===== src/pkg/rx_cdr_lock_map.svh =====
// register map, field positions, reset values and counts of the receive lock and clock block
`ifndef RX_CDR_LOCK_MAP_SVH
`define RX_CDR_LOCK_MAP_SVH
// ----------------------------------------
// register byte offsets
// ----------------------------------------
`define OFS_CTRL        4'h0
`define OFS_STATUS      4'h4
`define OFS_IRQ_STATUS  4'h8
`define OFS_IRQ_MASK    4'hc
// ----------------------------------------
// control fields
// ----------------------------------------
`define CTRL_QUAL_BIT   0
`define CTRL_FORCE_LSB  1
`define CTRL_RATE_LSB   3
`define CTRL_TRIP_LSB   5
`define CTRL_RESET      32'h0000_0007
`define IRQ_MASK_RESET  32'h0000_0000
// ----------------------------------------
// status fields, five bits per channel
// ----------------------------------------
`define STAT_STRIDE     5
// ----------------------------------------
// detector limits and character framing
// ----------------------------------------
`define DENSITY_LIMIT   6'h3c
`define CHAR_LAST       4'h9
`define CHAR_HALF       4'h4
`define TRIP_LEVEL0     4'h2
`define TRIP_LEVEL1     4'h4
`define TRIP_LEVEL2     4'h8
`define TRIP_LEVEL3     4'hc
`endif


===== src/pkg/rx_cdr_lock_pkg.sv =====
// types of the receive lock and clock block
package rx_cdr_lock_pkg;
  typedef enum logic [1:0]
  {
    LOCK_TRAINING = 2'b01,
    LOCK_TRACKING = 2'b10
  } lock_state_type;
  typedef logic [1:0][3:0] amp_pair_type;
  typedef logic [1:0][9:0] data_pair_type;
endpackage


===== src/verilog/rx_cdr_lock_and_clock_control.sv =====
// receive lock selection, receive clock generation and link fault logic for two channels
// Notes on behaviour
// - receive pll uses training clock as reference
// - recovered clock derived from serial data alone
// - interface clock at bit rate over 10/20
// - parallel data timed by true/complement interface clock
// - reclocker clock equal or twice interface clock
// - reclocker clock phase need not match interface
// - reset initialises all state, counters, latches
// - qualifier high: any detector fails, hold training
// - density fails without transition in 60 bits
// - qualifier low: range controller alone decides
// - two-bit trip select sets level threshold
// - force local lock low selects training clock
// - force local lock low drives fault low
// - force local lock high allows data recovery
// - active-low fault on any fault condition
//
// Chosen here: the AXI4-Lite register port and the address map.
`timescale 1ns/1ps
`include "rx_cdr_lock_map.svh"
module rx_cdr_lock_and_clock_control
(
  // clock, reset, enable
  input  wire logic                           clk,
  input  wire logic                           srst,
  input  wire logic                           ce,
  // axi4-lite write
  input  wire logic [3:0]                     s_axi_awaddr,
  input  wire logic                           s_axi_awvalid,
  output logic                                s_axi_awready,
  input  wire logic [31:0]                    s_axi_wdata,
  input  wire logic [3:0]                     s_axi_wstrb,
  input  wire logic                           s_axi_wvalid,
  output logic                                s_axi_wready,
  output logic [1:0]                          s_axi_bresp,
  output logic                                s_axi_bvalid,
  input  wire logic                           s_axi_bready,
  // axi4-lite read
  input  wire logic [3:0]                     s_axi_araddr,
  input  wire logic                           s_axi_arvalid,
  output logic                                s_axi_arready,
  output logic [31:0]                         s_axi_rdata,
  output logic [1:0]                          s_axi_rresp,
  output logic                                s_axi_rvalid,
  input  wire logic                           s_axi_rready,
  // serial side, per channel
  input  wire logic [1:0]                     rx_bit_valid,
  input  wire logic [1:0]                     rx_serial_bit,
  input  wire logic [1:0]                     range_in_limits,
  input  wire rx_cdr_lock_pkg::amp_pair_type  signal_amplitude,
  // pll control and host side per channel, and the shared interrupt
  output logic [1:0]                          pll_tracks_data,
  output logic [1:0]                          recovered_rx_clock,
  output logic [1:0]                          recovered_rx_clock_n,
  output logic [1:0]                          reclocker_clock_out,
  output rx_cdr_lock_pkg::data_pair_type      rx_parallel_data,
  output logic [1:0]                          link_fault_indicator_n,
  output logic                                irq
);
  import rx_cdr_lock_pkg::*;

  // ----------------------------------------
  // functions
  // ----------------------------------------
  function automatic logic [3:0] trip_level(input logic [1:0] sel);
    case (sel)
      2'h0:    trip_level = `TRIP_LEVEL0;
      2'h1:    trip_level = `TRIP_LEVEL1;
      2'h2:    trip_level = `TRIP_LEVEL2;
      default: trip_level = `TRIP_LEVEL3;
    endcase
  endfunction

  // ----------------------------------------
  // registers
  // ----------------------------------------
  logic [31:0]          ctrl_r;
  logic [31:0]          irq_status_r;
  logic [31:0]          irq_mask_r;
  logic [31:0]          irq_status_nxt;
  logic                 aw_held_r;
  logic                 w_held_r;
  logic [3:0]           awaddr_r;
  logic [31:0]          wdata_r;
  logic [3:0]           wstrb_r;
  lock_state_type       state_r [2];
  lock_state_type       state_nxt [2];
  logic [5:0]           run_r [2];
  logic [1:0]           prev_bit_r;
  logic [3:0]           bit_cnt_r [2];
  logic [9:0]           shift_r [2];
  logic [31:0]          status_word;
  logic [1:0]           level_ok;
  logic [1:0]           density_ok;
  logic [1:0]           want_data;
  logic [1:0]           fault_now;
  logic [3:0]           events;
  logic [31:0]          wmask;
  logic [31:0]          rd_word;
  logic                 rd_hit;
  logic                 do_write;

  wire qual_en = ctrl_r[`CTRL_QUAL_BIT];
  wire [1:0] force_high = ctrl_r[`CTRL_FORCE_LSB +: 2];
  wire [1:0] rate_sel = ctrl_r[`CTRL_RATE_LSB +: 2];
  assign wmask = {{8{wstrb_r[3]}}, {8{wstrb_r[2]}}, {8{wstrb_r[1]}}, {8{wstrb_r[0]}}};
  assign do_write = aw_held_r && w_held_r && !s_axi_bvalid;

  // ----------------------------------------
  // detectors and lock decision
  // ----------------------------------------
  // every per-channel term indexes only its own channel
  generate
    for (genvar c = 0; c < 2; c++)
    begin : g_ch
      assign level_ok[c] = signal_amplitude[c] >= trip_level(ctrl_r[`CTRL_TRIP_LSB + 2*c +: 2]);
      assign density_ok[c] = run_r[c] < `DENSITY_LIMIT;
      // the qualifier only widens the set of detectors; the range controller always votes
      assign want_data[c] = force_high[c] &&
                            (qual_en ? (range_in_limits[c] && level_ok[c] && density_ok[c])
                                     : range_in_limits[c]);
      assign state_nxt[c] = want_data[c] ? LOCK_TRACKING : LOCK_TRAINING;
      assign fault_now[c] = !force_high[c] || !range_in_limits[c] || !level_ok[c] || !density_ok[c];
      assign events[2*c] = want_data[c] && state_r[c] == LOCK_TRAINING;
      assign events[2*c+1] = fault_now[c] && link_fault_indicator_n[c];
      assign status_word[`STAT_STRIDE*c +: `STAT_STRIDE] =
        {fault_now[c], density_ok[c], level_ok[c], range_in_limits[c], pll_tracks_data[c]};
    end
  endgenerate
  assign status_word[31:2*`STAT_STRIDE] = '0;

  // ----------------------------------------
  // lock state, density counters, clocks
  // ----------------------------------------
  always_ff @(posedge clk)
  begin
    if (srst)
    begin
      for (int c = 0; c < 2; c++)
      begin
        state_r[c]   <= LOCK_TRAINING;
        run_r[c]     <= 6'h01;
        bit_cnt_r[c] <= 4'h0;
        shift_r[c]   <= 10'h000;
      end
      prev_bit_r             <= 2'h0;
      pll_tracks_data        <= 2'h0;
      link_fault_indicator_n <= 2'h0;
      recovered_rx_clock     <= 2'h0;
      recovered_rx_clock_n   <= 2'h3;
      reclocker_clock_out    <= 2'h0;
      rx_parallel_data       <= '0;
    end
    else if (ce)
    begin
      for (int c = 0; c < 2; c++)
      begin
        state_r[c]                <= state_nxt[c];
        pll_tracks_data[c]        <= state_nxt[c] == LOCK_TRACKING;
        link_fault_indicator_n[c] <= !fault_now[c];
        if (rx_bit_valid[c])
        begin
          prev_bit_r[c] <= rx_serial_bit[c];
          if (rx_serial_bit[c] != prev_bit_r[c])
            run_r[c] <= 6'h01;
          else if (run_r[c] < `DENSITY_LIMIT)
            run_r[c] <= run_r[c] + 6'h01;
          shift_r[c] <= {rx_serial_bit[c], shift_r[c][9:1]};
          if (bit_cnt_r[c] == `CHAR_LAST)
          begin
            bit_cnt_r[c]           <= 4'h0;
            rx_parallel_data[c]    <= {rx_serial_bit[c], shift_r[c][9:1]};
            reclocker_clock_out[c] <= 1'b1;
            // full rate: rising edge per character; half rate: one edge per character
            recovered_rx_clock[c]   <= rate_sel[c] ? !recovered_rx_clock[c] : 1'b1;
            recovered_rx_clock_n[c] <= rate_sel[c] ? recovered_rx_clock[c] : 1'b0;
          end
          else
          begin
            bit_cnt_r[c] <= bit_cnt_r[c] + 4'h1;
            if (bit_cnt_r[c] == `CHAR_HALF)
            begin
              reclocker_clock_out[c] <= 1'b0;
              if (!rate_sel[c])
              begin
                recovered_rx_clock[c]   <= 1'b0;
                recovered_rx_clock_n[c] <= 1'b1;
              end
            end
          end
        end
      end
    end
  end

  // ----------------------------------------
  // interrupt status, set wins over clear
  // ----------------------------------------
  assign irq_status_nxt = (irq_status_r & ~((do_write && awaddr_r == `OFS_IRQ_STATUS) ? (wdata_r & wmask) : 32'h0))
                          | {28'h0, events};

  // ----------------------------------------
  // axi4-lite slave
  // ----------------------------------------
  assign rd_hit = s_axi_araddr == `OFS_CTRL || s_axi_araddr == `OFS_STATUS ||
                  s_axi_araddr == `OFS_IRQ_STATUS || s_axi_araddr == `OFS_IRQ_MASK;
  assign rd_word = s_axi_araddr == `OFS_CTRL       ? ctrl_r :
                   s_axi_araddr == `OFS_STATUS     ? status_word :
                   s_axi_araddr == `OFS_IRQ_STATUS ? irq_status_r :
                   s_axi_araddr == `OFS_IRQ_MASK   ? irq_mask_r : 32'h0;

  always_ff @(posedge clk)
  begin
    if (srst)
    begin
      ctrl_r        <= `CTRL_RESET;
      irq_mask_r    <= `IRQ_MASK_RESET;
      irq_status_r  <= 32'h0;
      irq           <= 1'b0;
      aw_held_r     <= 1'b0;
      w_held_r      <= 1'b0;
      awaddr_r      <= 4'h0;
      wdata_r       <= 32'h0;
      wstrb_r       <= 4'h0;
      s_axi_awready <= 1'b0;
      s_axi_wready  <= 1'b0;
      s_axi_bvalid  <= 1'b0;
      s_axi_bresp   <= 2'h0;
      s_axi_arready <= 1'b0;
      s_axi_rvalid  <= 1'b0;
      s_axi_rresp   <= 2'h0;
      s_axi_rdata   <= 32'h0;
    end
    else if (ce)
    begin
      irq_status_r  <= irq_status_nxt;
      irq           <= |(irq_status_nxt & irq_mask_r);
      s_axi_awready <= !aw_held_r && !(s_axi_awvalid && s_axi_awready) && !s_axi_bvalid;
      s_axi_wready  <= !w_held_r && !(s_axi_wvalid && s_axi_wready) && !s_axi_bvalid;
      if (s_axi_awvalid && s_axi_awready)
      begin
        aw_held_r <= 1'b1;
        awaddr_r  <= s_axi_awaddr;
      end
      if (s_axi_wvalid && s_axi_wready)
      begin
        w_held_r <= 1'b1;
        wdata_r  <= s_axi_wdata;
        wstrb_r  <= s_axi_wstrb;
      end
      if (do_write)
      begin
        aw_held_r    <= 1'b0;
        w_held_r     <= 1'b0;
        s_axi_bvalid <= 1'b1;
        s_axi_bresp  <= (awaddr_r == `OFS_CTRL || awaddr_r == `OFS_IRQ_STATUS || awaddr_r == `OFS_IRQ_MASK)
                        ? 2'h0 : 2'h2;
        if (awaddr_r == `OFS_CTRL)
          ctrl_r <= (ctrl_r & ~wmask) | (wdata_r & wmask);
        if (awaddr_r == `OFS_IRQ_MASK)
          irq_mask_r <= (irq_mask_r & ~wmask) | (wdata_r & wmask);
      end
      else if (s_axi_bvalid && s_axi_bready)
        s_axi_bvalid <= 1'b0;
      s_axi_arready <= !s_axi_rvalid && !(s_axi_arvalid && s_axi_arready);
      if (s_axi_arvalid && s_axi_arready)
      begin
        s_axi_rvalid <= 1'b1;
        s_axi_rdata  <= rd_word;
        s_axi_rresp  <= rd_hit ? 2'h0 : 2'h2;
      end
      else if (s_axi_rvalid && s_axi_rready)
        s_axi_rvalid <= 1'b0;
    end
  end
endmodule


===== config.mk =====
export PLATFORM = sky130hd
export DESIGN_NAME = rx_cdr_lock_and_clock_control
export DESIGN_NICKNAME = d
export VERILOG_FILES = /design/src/pkg/rx_cdr_lock_pkg.sv /design/src/verilog/rx_cdr_lock_and_clock_control.sv
export VERILOG_INCLUDE_DIRS = /design/src /design/src/pkg
export SDC_FILE = /design/constraint.sdc
export NUM_CORES = 1
export LEC_CHECK = 0
export BUFFER_PORTS_ARGS = -buffer_cell sky130_fd_sc_hd__buf_2
export CORE_MARGIN = 2
export CORE_UTILIZATION = 25
export DETAILED_ROUTE_END_ITERATION = 10
export PLACE_DENSITY_LB_ADDON = 0.1
export SLEW_MARGIN = 10
export SYNTH_ARGS = -nofsm -noshare
export SYNTH_HDL_FRONTEND = slang
export SYNTH_SLANG_ARGS = --single-unit

===== constraint.sdc =====
create_clock -name clk -period 1.85 [get_ports clk]
set_input_delay 0.37 -clock clk [delete_from_list [all_inputs] [get_ports clk]]
set_output_delay 0.37 -clock clk [all_outputs]
set_load 0.02 [all_outputs]

==> results of run 1 <==
[layout make-up]
type,count,area share [%]
clock buffer,42,5.61
clock inverter,10,0.623
sequential,252,35.4
inverter,20,0.485
multi-input combinational,859,36.5
timing repair buffer,319,17.1
tap,539,4.36
[logic make-up after synthesis]
group	Yosys count
flops	252
xor+xnor	12
other cells	1
compound gates	294
fa+ha+maj	14
simple gates	528
buf+inv	106
mux	9
[layer usage]
metal  up-vias  share of wire (%)  track usage, %
met5         -                  0               0
met4         0                2.0            4.45
met3        46                4.1            2.41
met2       209                 47            28.8
met1      4899                 47            24.7
li1       4879                  -               -
[worst max-delay path, delay by kind of cell (launching register included)]
| kind | cells | cell delay, ns |
|---|---|---|
| flip-flops | 1 | 0.33 |
| AND/OR/NAND/NOR | 3 | 0.71 |
| AO/OA/AOI/OAI | 3 | 0.43 |
| buffers and inverters | 4 | 0.57 |
[cell usage after synthesis (9+ instances only)]
cell        n
inv_1      20
a31oi_1    11
dfxtp_1   210
nand4_1    23
a41oi_1    13
nand2b_1   34
ha_1       14
mux2i_1     9
and2_1     19
edfxtp_1   42
clkbuf_1   73
a222oi_1   22
nor2_1     90
a21oi_1   166
a211oi_1   31
nand3_1    86
nand2_1   240
[per-stage QoR]
| step | setup TNS (ns) | utilization, % |
|---|---|---|
| final | -7.88 | 37.0 |
| after global routing | -14.03 | 37.0 |
| after CTS | -5.78 | 35.4 |
| after detailed placement | -15.75 | 31.1 |
| after global placement | -13.61 | 31.1 |
| after floorplan | -0.00342 | - |
[worst max-delay path by stage]
stage,start,endpoint,slack (ns),cells past startpoint
2_1_floorplan,signal_amplitude[1],irq$_SDFFE_PP0P_,-0.003,8
3_3_place_gp,awaddr_r[2]$_SDFFE_PP0P_,irq$_SDFFE_PP0P_,-0.37,8
3_5_place_dp,awaddr_r[2]$_SDFFE_PP0P_,irq$_SDFFE_PP0P_,-0.41,8
4_1_cts,awaddr_r[1]$_SDFFE_PP0P_,irq$_SDFFE_PP0P_,-0.31,10
5_1_grt,awaddr_r[2]$_SDFFE_PP0P_,irq$_SDFFE_PP0P_,-0.45,9
6_report,awaddr_r[2]$_SDFFE_PP0P_,irq$_SDFFE_PP0P_,-0.33,10
[what timing repair did]
action / 4_1_cts / 5_1_grt
setup endpoints to repair: 83 / 78
setup buffers: 18 / 8
gates resized for setup: 138 / 130
cloned: 6 / 1
pin swaps: 90 / 80
[power by group]
part | internal, mW | switching [mW] | total [mW] | leakage, nW
clock network | 3.50 | 2.36 | 5.86 | 0.469
logic | 0.373 | 0.560 | 0.932 | 3.03
registers | 5.71 | 0.100 | 5.81 | 2.14
==> results.ini, run 1 <==
[outcome]
status=finished with violations
violations=setup timing

[clock_network]
cts_tree=yes
cts.sinks=252
cts.path.max_buffers=3
htreeDepth=1
cts_inserted_buffers=30
cts_hold_buffers=0
clkTransAtPathRegs_ns=0.06
clk_latency_ns=0.56
cts-root-buf=clkbuf_16

[power_and_ir_drop]
p_total_mw=12.6
ir_drop_mv=0.598
p_per_area_nw_per_um2=815
leakagePower_nw=5.64

[floorplan]
die_y_um=209
num_rows=75
fp.dieArea_um2=43900
die_w_um=209
fp.coreArea_um2=41800
pin_count=138
start_util_pct=25.3

[sta]
drv_slew=0
rsz0062_at_grt=yes
setup_viol=70
fin_crit_sh_pct=118
fin_ws_ns=-0.332
post-route-min-period_ns=2.18
fmax_mhz=458
clock_skew_ns=0.00830
hold_viol_final=0
max-slew-margin-rel_pct=50.6
whs_ns=0.0494
worst_pin_slew_ns=0.742

[critical_path]
max_stage_delay_ns=0.33
crit_slowest_cell=dfxtp_2
timing.rr.end=irq$_SDFFE_PP0P_
arrival_ns=2.61
rr_worst_depth=10
reg2reg_from=awaddr_r[2]$_SDFFE_PP0P_
endpoint_kind=register
rrSetupSlack_ns=-0.33
cp_common_cell=buf_4
required_ns=2.27
critPathLaunchType=register
path_max_fanout=5
cp_cell_sequence=nor4b_4, buf_6, buf_12, buf_4, a41oi_2, a31oi_1, buf_4, nand4_1, nor4_4, a311oi_1
critPathKind=register to register

[drt]
drt-wirelength-per-cell_um=19.5
drc=0
detail-route-antenna-nets=0
firstDrtPassIters=5
wirelength_mm=39.7
via_per_inst=4.92
dr_total_vias=10000
drt_iter0_drc=665

[cells_and_area]
seqCellArea_um2=5470
mostFrequentLayoutCells=dfxtp_1, nand2_1, buf_2, buf_4, a21oi_1
drive_gt1_share_pct=35.4
nNetsFinal=1562
multi_input_area_um2=5640
syn_to_final_growth_pct=46.6
instances_no_fill=2041
final_common_cell=dfxtp_1
diodes=0
design_area_um2=15500
fill_cells=4292

[grt]
grt_overflow_total=0
grtUsageTotal_pct=17.7
grt_pass1_wl_mm=60.4
antenna_found_initial=0
grt_max_degree=128
grt_pass1_vias=9993

[placed_design]
place_area_um2=13000
io_buffers=135
place.gp.congestion=0.764
place_inst=1960
preCtsSetupSlack_ns=-0.412
dp_hpwl_mm=26.8

[synth]
syn_avg_cell_area_um2=8.68
synth_compound_area_share_pct=17.6
ys_top_cells_by_area=dfxtp_1, edfxtp_1, nand2_1, a21oi_1, nand3_1
synth_xor_area_share_pct=0.996
syn_area_um2=10600
yosysTopAreaCell=dfxtp_1
muxShareOfSynthArea_pct=0.854
syn_inst=1216
synthAdderAreaFrac_pct=1.66
synth-seq-cells=252
async_flop_share_pct=0
synthFlopType=dfxtp_1
synth_top_family_by_area=simple AND/OR/NAND/NOR gates
yosys_warnings=0
yosysSeqAreaShare_pct=51.8
synth_top_area_share_pct=39.8
netlist-cell-type-count=49
synth-simple-area-share_pct=23.0
synth_enable_flop_cells=42

[worst_hold_path]
hold_start=s_axi_wdata[17]
hold_path.class=input port to register
hold_depth=3
min_to=wdata_r[17]$_SDFFE_PP0P_

[run]
drv_cap=0

No activity file was read; power rests on OpenSTA's default activity.
==> run 2, diff against run 1 <==
==> constraint.sdc (replaced) <==
create_clock -name clk -period 1.85 [get_ports clk]
set_input_delay 0 -clock clk [delete_from_list [all_inputs] [get_ports clk]]
set_output_delay 0 -clock clk [all_outputs]
set_load 0.02 [all_outputs]
==> run 2 against run 1 <==
Compared with the run above: the run still ends with setup timing left; final cell count rose by 1.8%; combinational power increased by 4.4%; clock power decreased by 2%; setup slack better by 0.10 ns; critical path depth is 1 lower; sequential power hardly changed; via count rose by 0.25%; sequential share of layout area shrank 0.29 points; count of clock-buffer cells in the layout up 8; first-iteration DRC count is 8.4% lower; largest cell class is now sequential cells; highest routed layer unchanged.
==> results.ini, run 2 (synthesized netlist as in run 1, its figures left out) <==
[floorplan]
fp.dieArea_um2=43900  ; unchanged
die_w_um=209  ; unchanged
start_util_pct=25.3  ; unchanged
num_rows=75  ; unchanged
fp.coreArea_um2=41800  ; unchanged
pin_count=138  ; unchanged
die_y_um=209  ; unchanged

[critical_path]
arrival_ns=2.51  ; -0.10 ns
endpoint_kind=register
cp_cell_sequence=nor4b_4, buf_6, buf_12, buf_4, a41oi_2, a31oi_2, nand4_1, nor4_2, a311oi_1
crit_slowest_cell=dfxtp_2
path_max_fanout=6  ; +1
critPathLaunchType=register
critPathKind=register to register
max_stage_delay_ns=0.33  ; about the same
required_ns=2.29  ; +0.02 ns

[cells_and_area]
final_common_cell=dfxtp_1
nNetsFinal=1596  ; +2.2%
drive_gt1_share_pct=31.6  ; -3.8 points
mostFrequentLayoutCells=dfxtp_1, nand2_1, a21oi_1, buf_2, buf_4
design_area_um2=15600  ; +0.91%
diodes=0  ; unchanged
syn_to_final_growth_pct=47.9
instances_no_fill=2078  ; +1.8%

[drt]
detail-route-antenna-nets=0  ; unchanged
drt_iter0_drc=609  ; -8.4%
drc=0  ; unchanged
via_per_inst=4.84  ; -1.5%
firstDrtPassIters=6  ; +1
wirelength_mm=39.2  ; -1.4%
dr_total_vias=10100  ; +0.25%
drt-wirelength-per-cell_um=18.9  ; -3.1%

[power_and_ir_drop]
power_frac_seq_pct=46.3  ; +0.2 points
p_sw_mw=3.04  ; +0.60%
p_per_area_nw_per_um2=804  ; -1.3%
p_int_mw=9.51  ; -0.71%
swShare_pct=24.2  ; +0.24 points
combPwrFrac_pct=7.7  ; +0.3 points
ir_drop_mv=0.673  ; +13%
power.share.clock_pct=46.0  ; -0.5 points
leakagePower_nw=5.70  ; +1.1%

[sta]
fin_crit_sh_pct=112  ; -5.6 points
post-route-min-period_ns=2.08  ; -0.103 ns
max-slew-margin-rel_pct=55.3  ; +4.8 points
fmax_mhz=481  ; +5.0%
rsz0062_at_grt=yes
worst_pin_slew_ns=0.670  ; -0.0716 ns
hold_viol_final=0  ; unchanged
fin_ws_ns=-0.229  ; +0.103 ns
drv_slew=0  ; unchanged
setup_viol=63  ; -10%
setup_tns_ns=-5.66  ; +2.22 ns
clock_skew_ns=0.0246  ; +0.0163 ns

[grt]
grt_pass1_vias=9844  ; -1.5%
grt_max_degree=132  ; +3.1%
grt_pass1_wl_mm=59.9  ; -0.79%
antenna_found_initial=0  ; unchanged
grt_overflow_total=0  ; unchanged
grtUsageTotal_pct=17.5  ; -0.18 points

[outcome]
status=finished with violations
violations=setup timing

[run]
drv_cap=0  ; unchanged

[clock_network]
clkTransAtPathRegs_ns=0.07  ; about the same
cts_inserted_buffers=30  ; unchanged
cts-root-buf=clkbuf_16
cts.sinks=252  ; unchanged
cts.path.max_buffers=3  ; unchanged
clk_latency_ns=0.57  ; about the same
cts_tree=yes
htreeDepth=1  ; unchanged

[placed_design]
place_inst=1927  ; -1.7%
place.gp.congestion=0.784  ; +2.5%
dp_hpwl_mm=26.1  ; -2.8%
io_buffers=135  ; unchanged
place_area_um2=12700  ; -2.5%
preCtsSetupSlack_ns=-0.568  ; -0.156 ns

[worst_hold_path]
hold_path.class=input port to register

[run 2: metrics by stage]
| step | total power [mW] | utilization (%) | hold WS [ns] |
|---|---|---|---|
| detailed placement | 6.75 | 30.3 | 0.241 |
| floorplan | 6.33 | - | 0.136 |
| finish | 12.6 | 37.4 | 0.0395 |
| global placement | 6.74 | 30.3 | 0.239 |
| CTS | 12.7 | 36.3 | 0.0144 |
| global route | 13.1 | 37.4 | 0.0486 |
[run 2: layout make-up]
| cell class | count | area (µm²) |
|---|---|---|
| clock buffers | 50 | 927 |
| clock inverters | 5 | 31.3 |
| fillers | 4313 | 26200 |
| inverters | 20 | 75.1 |
| multi-input cells | 859 | 5460 |
| flip-flops and latches | 252 | 5480 |
| well taps | 539 | 674 |
| repair buffers | 353 | 2970 |
[run 2: repair_timing]
item,CTS,global route
gates resized for setup,119,107
cloned,7,1
setup endpoints to repair,71,77
setup buffers,22,6
endpoints found under the hold margin,81,0
pin swaps,92,61
hold buffers,65,0
[run 2: metal layers]
metal	vias up	part of all wire [%]	track usage, %
met3	56	4.0	2.50
met4	0	1.9	4.08
met5	-	0	0
met1	4865	48	24.4
met2	200	46	28.7
li1	4937	-	-
[run 2: worst max-delay path, delay by kind of cell (launching register included)]
family                 cells  cell delay (ns)
and+or+nand+nor            3             0.68
buffers and inverters      3             0.41
AOI/OAI and AO/OA          3             0.54
DFF                        1             0.33
[run 2: power by group through the flow]
stage | registers (mW) | logic [mW] | clock network (mW)
global route | 5.82 | 1.07 | 6.18
detailed placement | 5.92 | 0.822 | 0
global placement | 5.92 | 0.819 | 0
finish | 5.81 | 0.973 | 5.77
CTS | 5.81 | 0.966 | 5.97
floorplan | 5.95 | 0.381 | 0
[run 2: worst paths after layout]
check | startpoint | depth (start not counted) | slack [ns] | endpoint
worst max-delay path | awaddr_r[2]$_SDFFE_PP0P_ | 9 | -0.23 | irq$_SDFFE_PP0P_
worst min-delay path | s_axi_araddr[1] | 5 | 0.04 | s_axi_rdata[8]$_SDFFE_PP0P_
worst max register to register | awaddr_r[2]$_SDFFE_PP0P_ | 9 | -0.23 | irq$_SDFFE_PP0P_
worst min register to register | rx_parallel_data[13]$_SDFFE_PP0P_ | 2 | 0.45 | rx_parallel_data[13]$_SDFFE_PP0P_
